<file path="config.mk">
export PLATFORM = sky130hd
export DESIGN_NAME = tsq_sequencer
export DESIGN_NICKNAME = d
export VERILOG_FILES = /design/src/tsq_pkg.sv /design/src/tsq_sequencer.sv
export SDC_FILE = /design/constraint.sdc
export NUM_CORES = 1
export LEC_CHECK = 0
export BUFFER_PORTS_ARGS = -buffer_cell sky130_fd_sc_hd__buf_2
export CORE_ASPECT_RATIO = 1.4
export CORE_MARGIN = 2
export CORE_UTILIZATION = 40
export CTS_BUF_LIST = sky130_fd_sc_hd__clkbuf_4 sky130_fd_sc_hd__clkbuf_8
export CTS_CLUSTER_DIAMETER = 200
export CTS_CLUSTER_SIZE = 40
export DETAILED_ROUTE_END_ITERATION = 12
export HOLD_SLACK_MARGIN = 0.06
export SLEW_MARGIN = 20
export SYNTH_ARGS = -nofsm -noshare
export SYNTH_HDL_FRONTEND = slang
export SYNTH_SLANG_ARGS = --single-unit
</file>
<file path="constraint.sdc">
create_clock -name clk -period 11.9 [get_ports clk]
set_input_delay 2.38 -clock clk [delete_from_list [all_inputs] [get_ports clk]]
set_output_delay 2.38 -clock clk [all_outputs]
set_load 0.005 [all_outputs]
</file>
<file path="src/tsq_pkg.sv">
`default_nettype none
package tsq_pkg;
  localparam int NUM_TERMS = 8;
  localparam int TERM_W    = 3;
  localparam int CNT_W     = 16;
  localparam int RES_W     = 10;
  localparam int ADDR_W    = 6;
  localparam int DATA_W    = 32;
  // resource vector: bits 3:0 patterns 1-4, bit 4 range, bits 8:5 patterns 5-8, bit 9 arm
  localparam int RES_RANGE = 4;
  localparam int RES_ARM   = 9;
  // qualifier expression word layout
  localparam int QX_S1_MASK_LSB = 0;   // 5 bits
  localparam int QX_S1_NOR      = 5;
  localparam int QX_S2_MASK_LSB = 6;   // 5 bits
  localparam int QX_S2_NOR      = 11;
  localparam int QX_OP_OR       = 12;  // 0 and, 1 or
  localparam int QX_S1_USE      = 13;
  localparam int QX_S2_USE      = 14;
  localparam int QX_W           = 15;
  localparam logic [QX_W-1:0] QX_NEVER = 15'h0000;
  localparam logic [QX_W-1:0] QX_ANY   = 15'h1020;  // set 1 nor of nothing = true, or
  // address map (word offsets on the plain port)
  localparam logic [ADDR_W-1:0] A_PRI_EXPR  = 6'h00;  // +term
  localparam logic [ADDR_W-1:0] A_PRI_DEST  = 6'h08;
  localparam logic [ADDR_W-1:0] A_PRI_CNT   = 6'h10;
  localparam logic [ADDR_W-1:0] A_SEC_EXPR  = 6'h18;
  localparam logic [ADDR_W-1:0] A_SEC_DEST  = 6'h20;
  localparam logic [ADDR_W-1:0] A_STO       = 6'h28;
  localparam logic [ADDR_W-1:0] A_STO_ALL   = 6'h30;
  localparam logic [ADDR_W-1:0] A_TRIG_TERM = 6'h31;
  localparam logic [ADDR_W-1:0] A_PRESTORE  = 6'h32;
  localparam logic [ADDR_W-1:0] A_CTRL      = 6'h33;  // bit0 reset, bit1 restart
  localparam logic [ADDR_W-1:0] A_SIMPLE    = 6'h34;
  localparam logic [ADDR_W-1:0] A_STATUS    = 6'h35;
  localparam logic [TERM_W-1:0] TRIG_RESET  = 3'h1;   // second term, zero based
  localparam logic [CNT_W-1:0]  CNT_RESET   = 16'h0001;
  // storage qualifier codes
  localparam logic [1:0] STO_ALL  = 2'h0;
  localparam logic [1:0] STO_NONE = 2'h1;
  localparam logic [1:0] STO_PAT  = 2'h2;  // pattern resource selected by index
  localparam logic [1:0] STO_RNG  = 2'h3;
  typedef struct packed {
    logic [1:0] mode;
    logic [2:0] pat;
  } tsq_sto_s;
  typedef struct packed {
    logic              valid;
    logic [RES_W-1:0]  res;
  } tsq_state_s;
endpackage : tsq_pkg
`default_nettype wire

</file>
<file path="src/tsq_sequencer.sv">
// Design decisions made here: the plain strobed port and the register addresses.
`default_nettype none
module tsq_sequencer #(
  parameter int NUM_TERMS = tsq_pkg::NUM_TERMS
) (
  input  wire logic                        clk,
  input  wire logic                        rst,
  input  wire tsq_pkg::tsq_state_s         state_in,
  input  wire logic [tsq_pkg::ADDR_W-1:0]  addr,
  input  wire logic [tsq_pkg::DATA_W-1:0]  wdata,
  input  wire logic                        wr,
  input  wire logic                        rd,
  output logic [tsq_pkg::DATA_W-1:0]       rdata,
  output logic                             store,
  output logic                             prestore,
  output logic                             trigger,
  output logic [tsq_pkg::TERM_W-1:0]       term
);
  localparam int TW = tsq_pkg::TERM_W;
  localparam int QW = tsq_pkg::QX_W;
  localparam int CW = tsq_pkg::CNT_W;

  // the branch and destination fields are three bits wide, so only eight terms fit
  if (NUM_TERMS != 8) begin : g_bad_terms
    $error("sequencer needs exactly eight terms");
  end

  typedef enum logic [1:0] {
    TSQ_IDLE = 2'b01,
    TSQ_RUN  = 2'b10
  } tsq_run_e;

  // set evaluation: or/nor within a set, then and/or across
  function automatic logic qx_eval(input logic [QW-1:0] x,
                                   input logic [tsq_pkg::RES_W-1:0] r);
    logic s1;
    logic s2;
    s1 = |(x[tsq_pkg::QX_S1_MASK_LSB +: 5] & r[4:0]);
    s2 = |(x[tsq_pkg::QX_S2_MASK_LSB +: 5] & r[9:5]);
    if (x[tsq_pkg::QX_S1_NOR]) s1 = ~s1;
    if (x[tsq_pkg::QX_S2_NOR]) s2 = ~s2;
    if (!x[tsq_pkg::QX_S1_USE]) s1 = x[tsq_pkg::QX_OP_OR] ? 1'b0 : 1'b1;
    if (!x[tsq_pkg::QX_S2_USE]) s2 = x[tsq_pkg::QX_OP_OR] ? 1'b0 : 1'b1;
    if (!x[tsq_pkg::QX_S1_USE] && !x[tsq_pkg::QX_S2_USE]) begin
      qx_eval = x[tsq_pkg::QX_S1_NOR]; // any when nor set, never otherwise
    end else begin
      qx_eval = x[tsq_pkg::QX_OP_OR] ? (s1 | s2) : (s1 & s2);
    end
  endfunction : qx_eval

  function automatic logic sto_eval(input tsq_pkg::tsq_sto_s s,
                                    input logic [tsq_pkg::RES_W-1:0] r);
    logic [2:0] p;
    p = s.pat;
    unique case (s.mode)
      tsq_pkg::STO_ALL:  sto_eval = 1'b1;
      tsq_pkg::STO_NONE: sto_eval = 1'b0;
      tsq_pkg::STO_PAT:  sto_eval = p[2] ? r[5 + p[1:0]] : r[p[1:0]];
      tsq_pkg::STO_RNG:  sto_eval = r[tsq_pkg::RES_RANGE];
    endcase
  endfunction : sto_eval

  logic [QW-1:0]         pri_x_q  [NUM_TERMS];
  logic [TW-1:0]         pri_d_q  [NUM_TERMS];
  logic [CW-1:0]         pri_c_q  [NUM_TERMS];
  logic [QW-1:0]         sec_x_q  [NUM_TERMS];
  logic [TW-1:0]         sec_d_q  [NUM_TERMS];
  tsq_pkg::tsq_sto_s     sto_q    [NUM_TERMS];
  logic [TW-1:0]         trig_t_q;
  logic [QW-1:0]         pre_x_q;
  logic [CW-1:0]         occ_q;
  tsq_run_e              run_q;
  logic [TW-1:0]         term_q;
  logic                  trig_q;
  logic                  store_q;
  logic                  pre_q;
  logic [tsq_pkg::DATA_W-1:0] rdata_q;

  wire       seq_reset  = wr && addr == tsq_pkg::A_CTRL && wdata[0];
  wire       seq_start  = wr && addr == tsq_pkg::A_CTRL && wdata[1];
  wire       simple_wr  = wr && addr == tsq_pkg::A_SIMPLE;
  wire [2:0] wsel       = addr[2:0];
  wire [2:0] grp        = addr[5:3];
  wire       pri_hit    = qx_eval(pri_x_q[term_q], state_in.res);
  wire       sec_hit    = qx_eval(sec_x_q[term_q], state_in.res);
  wire       live       = run_q == TSQ_RUN && state_in.valid;
  wire       pri_fire   = live && pri_hit && occ_q <= 16'h0001;
  wire       sec_fire   = live && !pri_hit && sec_hit;
  wire [TW-1:0] next_t  = pri_fire ? pri_d_q[term_q] : sec_d_q[term_q];
  wire       branch     = pri_fire || sec_fire;

  genvar g;
  generate
    for (g = 0; g < NUM_TERMS; g++) begin : g_term
      localparam logic [TW-1:0] NXT = TW'(g + 1);
      wire sel = wsel == TW'(g);
      always_ff @(posedge clk) begin
        if (rst || seq_reset) begin
          pri_x_q[g] <= (g == NUM_TERMS - 1) ? tsq_pkg::QX_NEVER : tsq_pkg::QX_ANY;
          pri_d_q[g] <= NXT;
          pri_c_q[g] <= tsq_pkg::CNT_RESET;
          sec_x_q[g] <= tsq_pkg::QX_NEVER;
          sec_d_q[g] <= '0;
          sto_q[g]   <= '{mode: tsq_pkg::STO_ALL, pat: 3'h0};
        end else begin
          if (simple_wr && g == 0) begin
            pri_x_q[g] <= wdata[QW-1:0];
            pri_d_q[g] <= 3'h1;
            sec_x_q[g] <= tsq_pkg::QX_NEVER;
          end else if (simple_wr && g == 1) begin
            pri_x_q[g] <= tsq_pkg::QX_NEVER;
            sec_x_q[g] <= tsq_pkg::QX_NEVER;
          end else if (wr && sel) begin
            if (grp == 3'h0) pri_x_q[g] <= wdata[QW-1:0];
            if (grp == 3'h1) pri_d_q[g] <= wdata[TW-1:0];
            if (grp == 3'h2) pri_c_q[g] <= wdata[CW-1:0];
            if (grp == 3'h3) sec_x_q[g] <= wdata[QW-1:0];
            if (grp == 3'h4) sec_d_q[g] <= wdata[TW-1:0];
            if (grp == 3'h5) sto_q[g]   <= wdata[4:0];
          end
          if (wr && addr == tsq_pkg::A_STO_ALL) sto_q[g] <= wdata[4:0];
        end
      end
    end
  endgenerate

  always_ff @(posedge clk) begin
    if (rst || seq_reset) begin
      trig_t_q <= tsq_pkg::TRIG_RESET;
      pre_x_q  <= tsq_pkg::QX_NEVER;
    end else if (simple_wr) begin
      trig_t_q <= 3'h1;
    end else if (wr && addr == tsq_pkg::A_TRIG_TERM && wdata[TW-1:0] != 3'h0) begin
      trig_t_q <= wdata[TW-1:0];
    end else if (wr && addr == tsq_pkg::A_PRESTORE) begin
      pre_x_q  <= wdata[QW-1:0];
    end
  end

  // counting the current term's primary matches; reloaded on every entry
  always_ff @(posedge clk) begin
    if (rst || seq_reset) begin
      run_q  <= TSQ_IDLE;
      term_q <= '0;
      occ_q  <= tsq_pkg::CNT_RESET;
      trig_q <= 1'b0;
    end else if (seq_start) begin
      run_q  <= TSQ_RUN;
      term_q <= '0;
      occ_q  <= pri_c_q[0];
      trig_q <= 1'b0;
    end else begin
      trig_q <= 1'b0;
      if (branch) begin
        term_q <= next_t;
        occ_q  <= pri_c_q[next_t];
        trig_q <= next_t == trig_t_q;
      end else if (live && pri_hit) begin
        occ_q  <= occ_q - 16'h0001;
      end
    end
  end

  // store decision follows the term that was searching when the state came
  always_ff @(posedge clk) begin
    if (rst) begin
      store_q <= 1'b0;
      pre_q   <= 1'b0;
    end else begin
      store_q <= live && sto_eval(sto_q[term_q], state_in.res);
      pre_q   <= live && !sto_eval(sto_q[term_q], state_in.res)
                 && qx_eval(pre_x_q, state_in.res);
    end
  end

  wire [tsq_pkg::DATA_W-1:0] rd_mux =
      addr == tsq_pkg::A_SIMPLE    ? 32'(pri_x_q[0]) :
      addr == tsq_pkg::A_TRIG_TERM ? 32'(trig_t_q) :
      addr == tsq_pkg::A_PRESTORE  ? 32'(pre_x_q) :
      addr == tsq_pkg::A_STATUS    ? 32'({run_q == TSQ_RUN, occ_q, term_q}) :
      grp == 3'h0 ? 32'(pri_x_q[wsel]) :
      grp == 3'h1 ? 32'(pri_d_q[wsel]) :
      grp == 3'h2 ? 32'(pri_c_q[wsel]) :
      grp == 3'h3 ? 32'(sec_x_q[wsel]) :
      grp == 3'h4 ? 32'(sec_d_q[wsel]) :
      grp == 3'h5 ? 32'(sto_q[wsel]) : 32'h0000_0000;

  always_ff @(posedge clk) begin
    if (rst) rdata_q <= '0;
    else     rdata_q <= rd ? rd_mux : 32'h0000_0000;
  end

  assign rdata    = rdata_q;
  assign store    = store_q;
  assign prestore = pre_q;
  assign trigger  = trig_q;
  assign term     = term_q;

  // helper: cycles spent in a term whose branches are both never; saturates, never wraps
  logic [7:0] stuck_q;
  wire        stuck_term = run_q == TSQ_RUN && pri_x_q[term_q] == tsq_pkg::QX_NEVER
                           && sec_x_q[term_q] == tsq_pkg::QX_NEVER;

  always_ff @(posedge clk) begin
    if (rst || seq_reset || seq_start || !stuck_term) stuck_q <= 8'h00;
    else if (stuck_q != 8'hFF)                         stuck_q <= stuck_q + 8'h01;
  end

  // per-term checks; a broadcast must reach every term, not just the addressed one
  generate
    for (g = 0; g < NUM_TERMS; g++) begin : g_term_chk

    end
  endgenerate
endmodule : tsq_sequencer
`default_nettype wire

</file>
==> reports/qor.txt <==
Netlist area before placement: 28,300 um2
Main synth FF type: edfxtp_1
Maximum fanout count along the critical path: 52
Sinks on Clock Net: 521
Growth of design area from synthesis to finish: 5.46%
Hold Path Origin: run_q[0]$_SDFFE_PP1P_
Transition time at the pin with the least slew margin: 1.19 ns
Remaining global-route overflow: 0
Proportion of layout cells with a drive suffix above 1: 0.207
Endpoint kind of the worst setup timing path: flop
Detailed placer's ending HPWL: 60,900 um
Most frequent cells after synthesis: edfxtp_1, and2_1, mux4_2, nor2_1, nand2_1
Worst Path Arrival: 6.67 ns
Resize count post-CTS: 0
Share of synthesized flip-flops with an asynchronous set or reset: 0
Required time of the critical path: 12.51 ns
Cts bufs inserted: 17
Number of global-route vias before repair: 19,200
Max Clock Skew: 0.100 ns
Unrepaired setup endpoints after global routing: false
Clock Tree Buf Depth: 3
Detailed-route vias per instance: 6.13
Tot GR Track Use: 0.236
# rows: 115
DRT iter0 DRCs: 2,155
Maximum number of pins on one net before global-route repair: 59
Number of remaining DRC errors: 0
Total setup violations reported at the end of the flow: 0
Net count, final: 2,170
Chip Width: 229 um
Upper clock frequency limit: 0.165 GHz
Total of warnings raised by yosys: 0
Total negative slack for setup checks: 0 ns
Number of max-slew violations in the final report: 0
Last weighted congestion value of the routability-driven placer: 0.911
Worst-path clk slew: 0.24 ns
Antenna violations before repair: 6
Post-CTS Setup Repair Bufs: 0
Power per Cell Area: 109 nW/um2
Peak supply drop: 80.6 uV
Cell type contributing the most total cell area after synthesis: edfxtp_1
Min Clock Period, post-route: 6.06 ns
Area share of the leading cell type in the synthesized netlist: 0.483
Full die area: 73,000 um2
Root buffer cell: clkbuf_8
Tightest Hold Check Type: reg2reg
Global-route wire length before repair: 127,000 um
Synth top area cells: edfxtp_1, mux4_2, and2_1
Worst rel slew slack: 0.207
Final antenna-violating net count: 0
Core outline area: 70,200 um2
Run status: finished clean
# Max-Cap Violations: 0
Top-count cell post-synth: edfxtp_1
Number of synthesized register bits: 521
Portion of the clock cycle consumed by the worst path in the final layout: 0.509
Skew-Pair Late Insertion Delay: 0.68 ns
Drt first pass iters: 8
Distinct cell type count of the synthesized netlist: 80
EDFF count, synth: 456
Die Y-Extent: 319 um
I/O pin count: 91
Category of the critical setup timing path: reg2reg
Detailed-route wire length per cell: 28.6 um
Total power: 3.27 mW
Mean instance size in the synthesized netlist: 13.1 um2
Via count: 18,800
Leakage power of the design: 9.99 nW
Count of hold buffers inserted by post-cts repair: 0
Share of synthesized area occupied by flip-flops and latches: 0.529
Gate count of the mapped netlist: 2,161
CTS tree: done
Critical Path Source Type: flop
Starting density of the core: 0.404
CTS H-tree lvls: 1
Wirelength, routed: 87,700 um
Port bufs: 62
Final count of hold timing violations: 0
==> sequential cells by signal, summed over array words and instances, names as in the netlist, named ones only <==
name	cells
pri_d_q	24
pri_x_q	120
sto_q	40
pri_c_q	128
sec_d_q	24
run_q	2
term	3
occ_q	16
store	1
prestore	1
trig_t_q	3
sec_x_q	120
trigger	1
pre_x_q	15
rdata	20
==> power breakdown <==
part	switching (mW)	internal, mW
combinational	0.250	0.165
sequential	0.0504	2.07
clock	0.548	0.184
==> final cells by class <==
type	count	area (um2)
diodes	4	10.0
clock buffers	27	309
clock inverters	3	55.1
fillers	6508	40300
inverters	11	43.8
multi-input cells	1446	12600
flip-flops and latches	521	15000
well taps	936	1170
repair buffers	117	736
==> metrics by stage <==
stage          hold WS (ns)   util  cell area [um2]  cells  setup WS [ns]
2_1_floorplan         0.435      -            28400   2172           5.48
3_3_place_gp          0.444  0.420            29500   3031           5.33
3_5_place_dp          0.458  0.420            29500   3031           5.28
4_1_cts               0.487  0.425            29900   3061           5.77
5_1_grt               0.520  0.426            29900   3063           5.54
6_report              0.486  0.426            29900   3065           5.84
==> path summary, 6_finish.rpt <==
path | end | slack, ns | depth (start not counted)
hold / removal | run_q[0]$_SDFFE_PP1P_ | 0.49 | 2
setup / recovery | occ_q[11]$_SDFFE_PP0P_ | 5.84 | 14
setup reg to reg | occ_q[11]$_SDFFE_PP0P_ | 5.84 | 14
hold reg to reg | run_q[0]$_SDFFE_PP1P_ | 0.49 | 2
==> layer usage <==
layer	up-vias	GRT usage	wire, um
li1	8015	-	-
met1	9629	0.273	31500
met2	904	0.433	46000
met3	229	0.0265	5310
met4	6	0.117	4800
met5	-	0	34
==> worst max-delay path, cell delays in order, from the launching register on <==
cell,delay (ns)
dfxtp_4,0.74
buf_4,0.79
mux4_1,0.65
mux2_2,0.31
a32o_1,0.29
nor4_4,0.29
o211ai_2,0.16
o211ai_1,0.30
o21ai_0,0.20
a31oi_2,0.16
buf_4,0.37
and2_0,0.45
nor2b_1,0.66
o21ai_0,0.26
a32o_1,0.30
==> placed cells by master (no fill, tap or decap), drive strengths merged, types with 4 or more instances in the layout <==
cell | synthesis | routed
or3 | 27 | 27
nand2b | 10 | 10
mux2 | 40 | 40
mux4 | 216 | 216
or4 | 4 | 4
nor3 | 20 | 20
a222oi | 13 | 13
nor2b | 12 | 12
o21a | 7 | 7
nor2 | 147 | 147
o211a | 6 | 6
diode | 0 | 4
nand2 | 147 | 147
nor4 | 7 | 7
mux2i | 62 | 62
buf | 58 | 117
clkbuf | 136 | 27
o22ai | 12 | 12
nand3 | 21 | 21
and3 | 7 | 7
edfxtp | 456 | 456
xor2 | 14 | 14
dfxtp | 65 | 65
nand3b | 6 | 6
conb | 1 | 12
and2 | 400 | 400
a32o | 10 | 10
a22oi | 20 | 20
o21ai | 71 | 71
a31oi | 8 | 8
or2 | 5 | 5
a21o | 4 | 4
a221oi | 13 | 13
inv | 11 | 11
o211ai | 5 | 5
a21oi | 65 | 65
==> cells by family after synthesis <==
family,after synthesis,share of synthesized area
AO/OA/AOI/OAI,270,0.0649
XOR/XNOR,17,0.00525
adder cells (fa/ha/maj),3,0.00132
buffers and inverters,205,0.0325
flip-flops,521,0.529
multiplexers,318,0.210
other,1,0.000132
AND/OR/NAND/NOR,826,0.157
(Power assumes the default switching activity.)
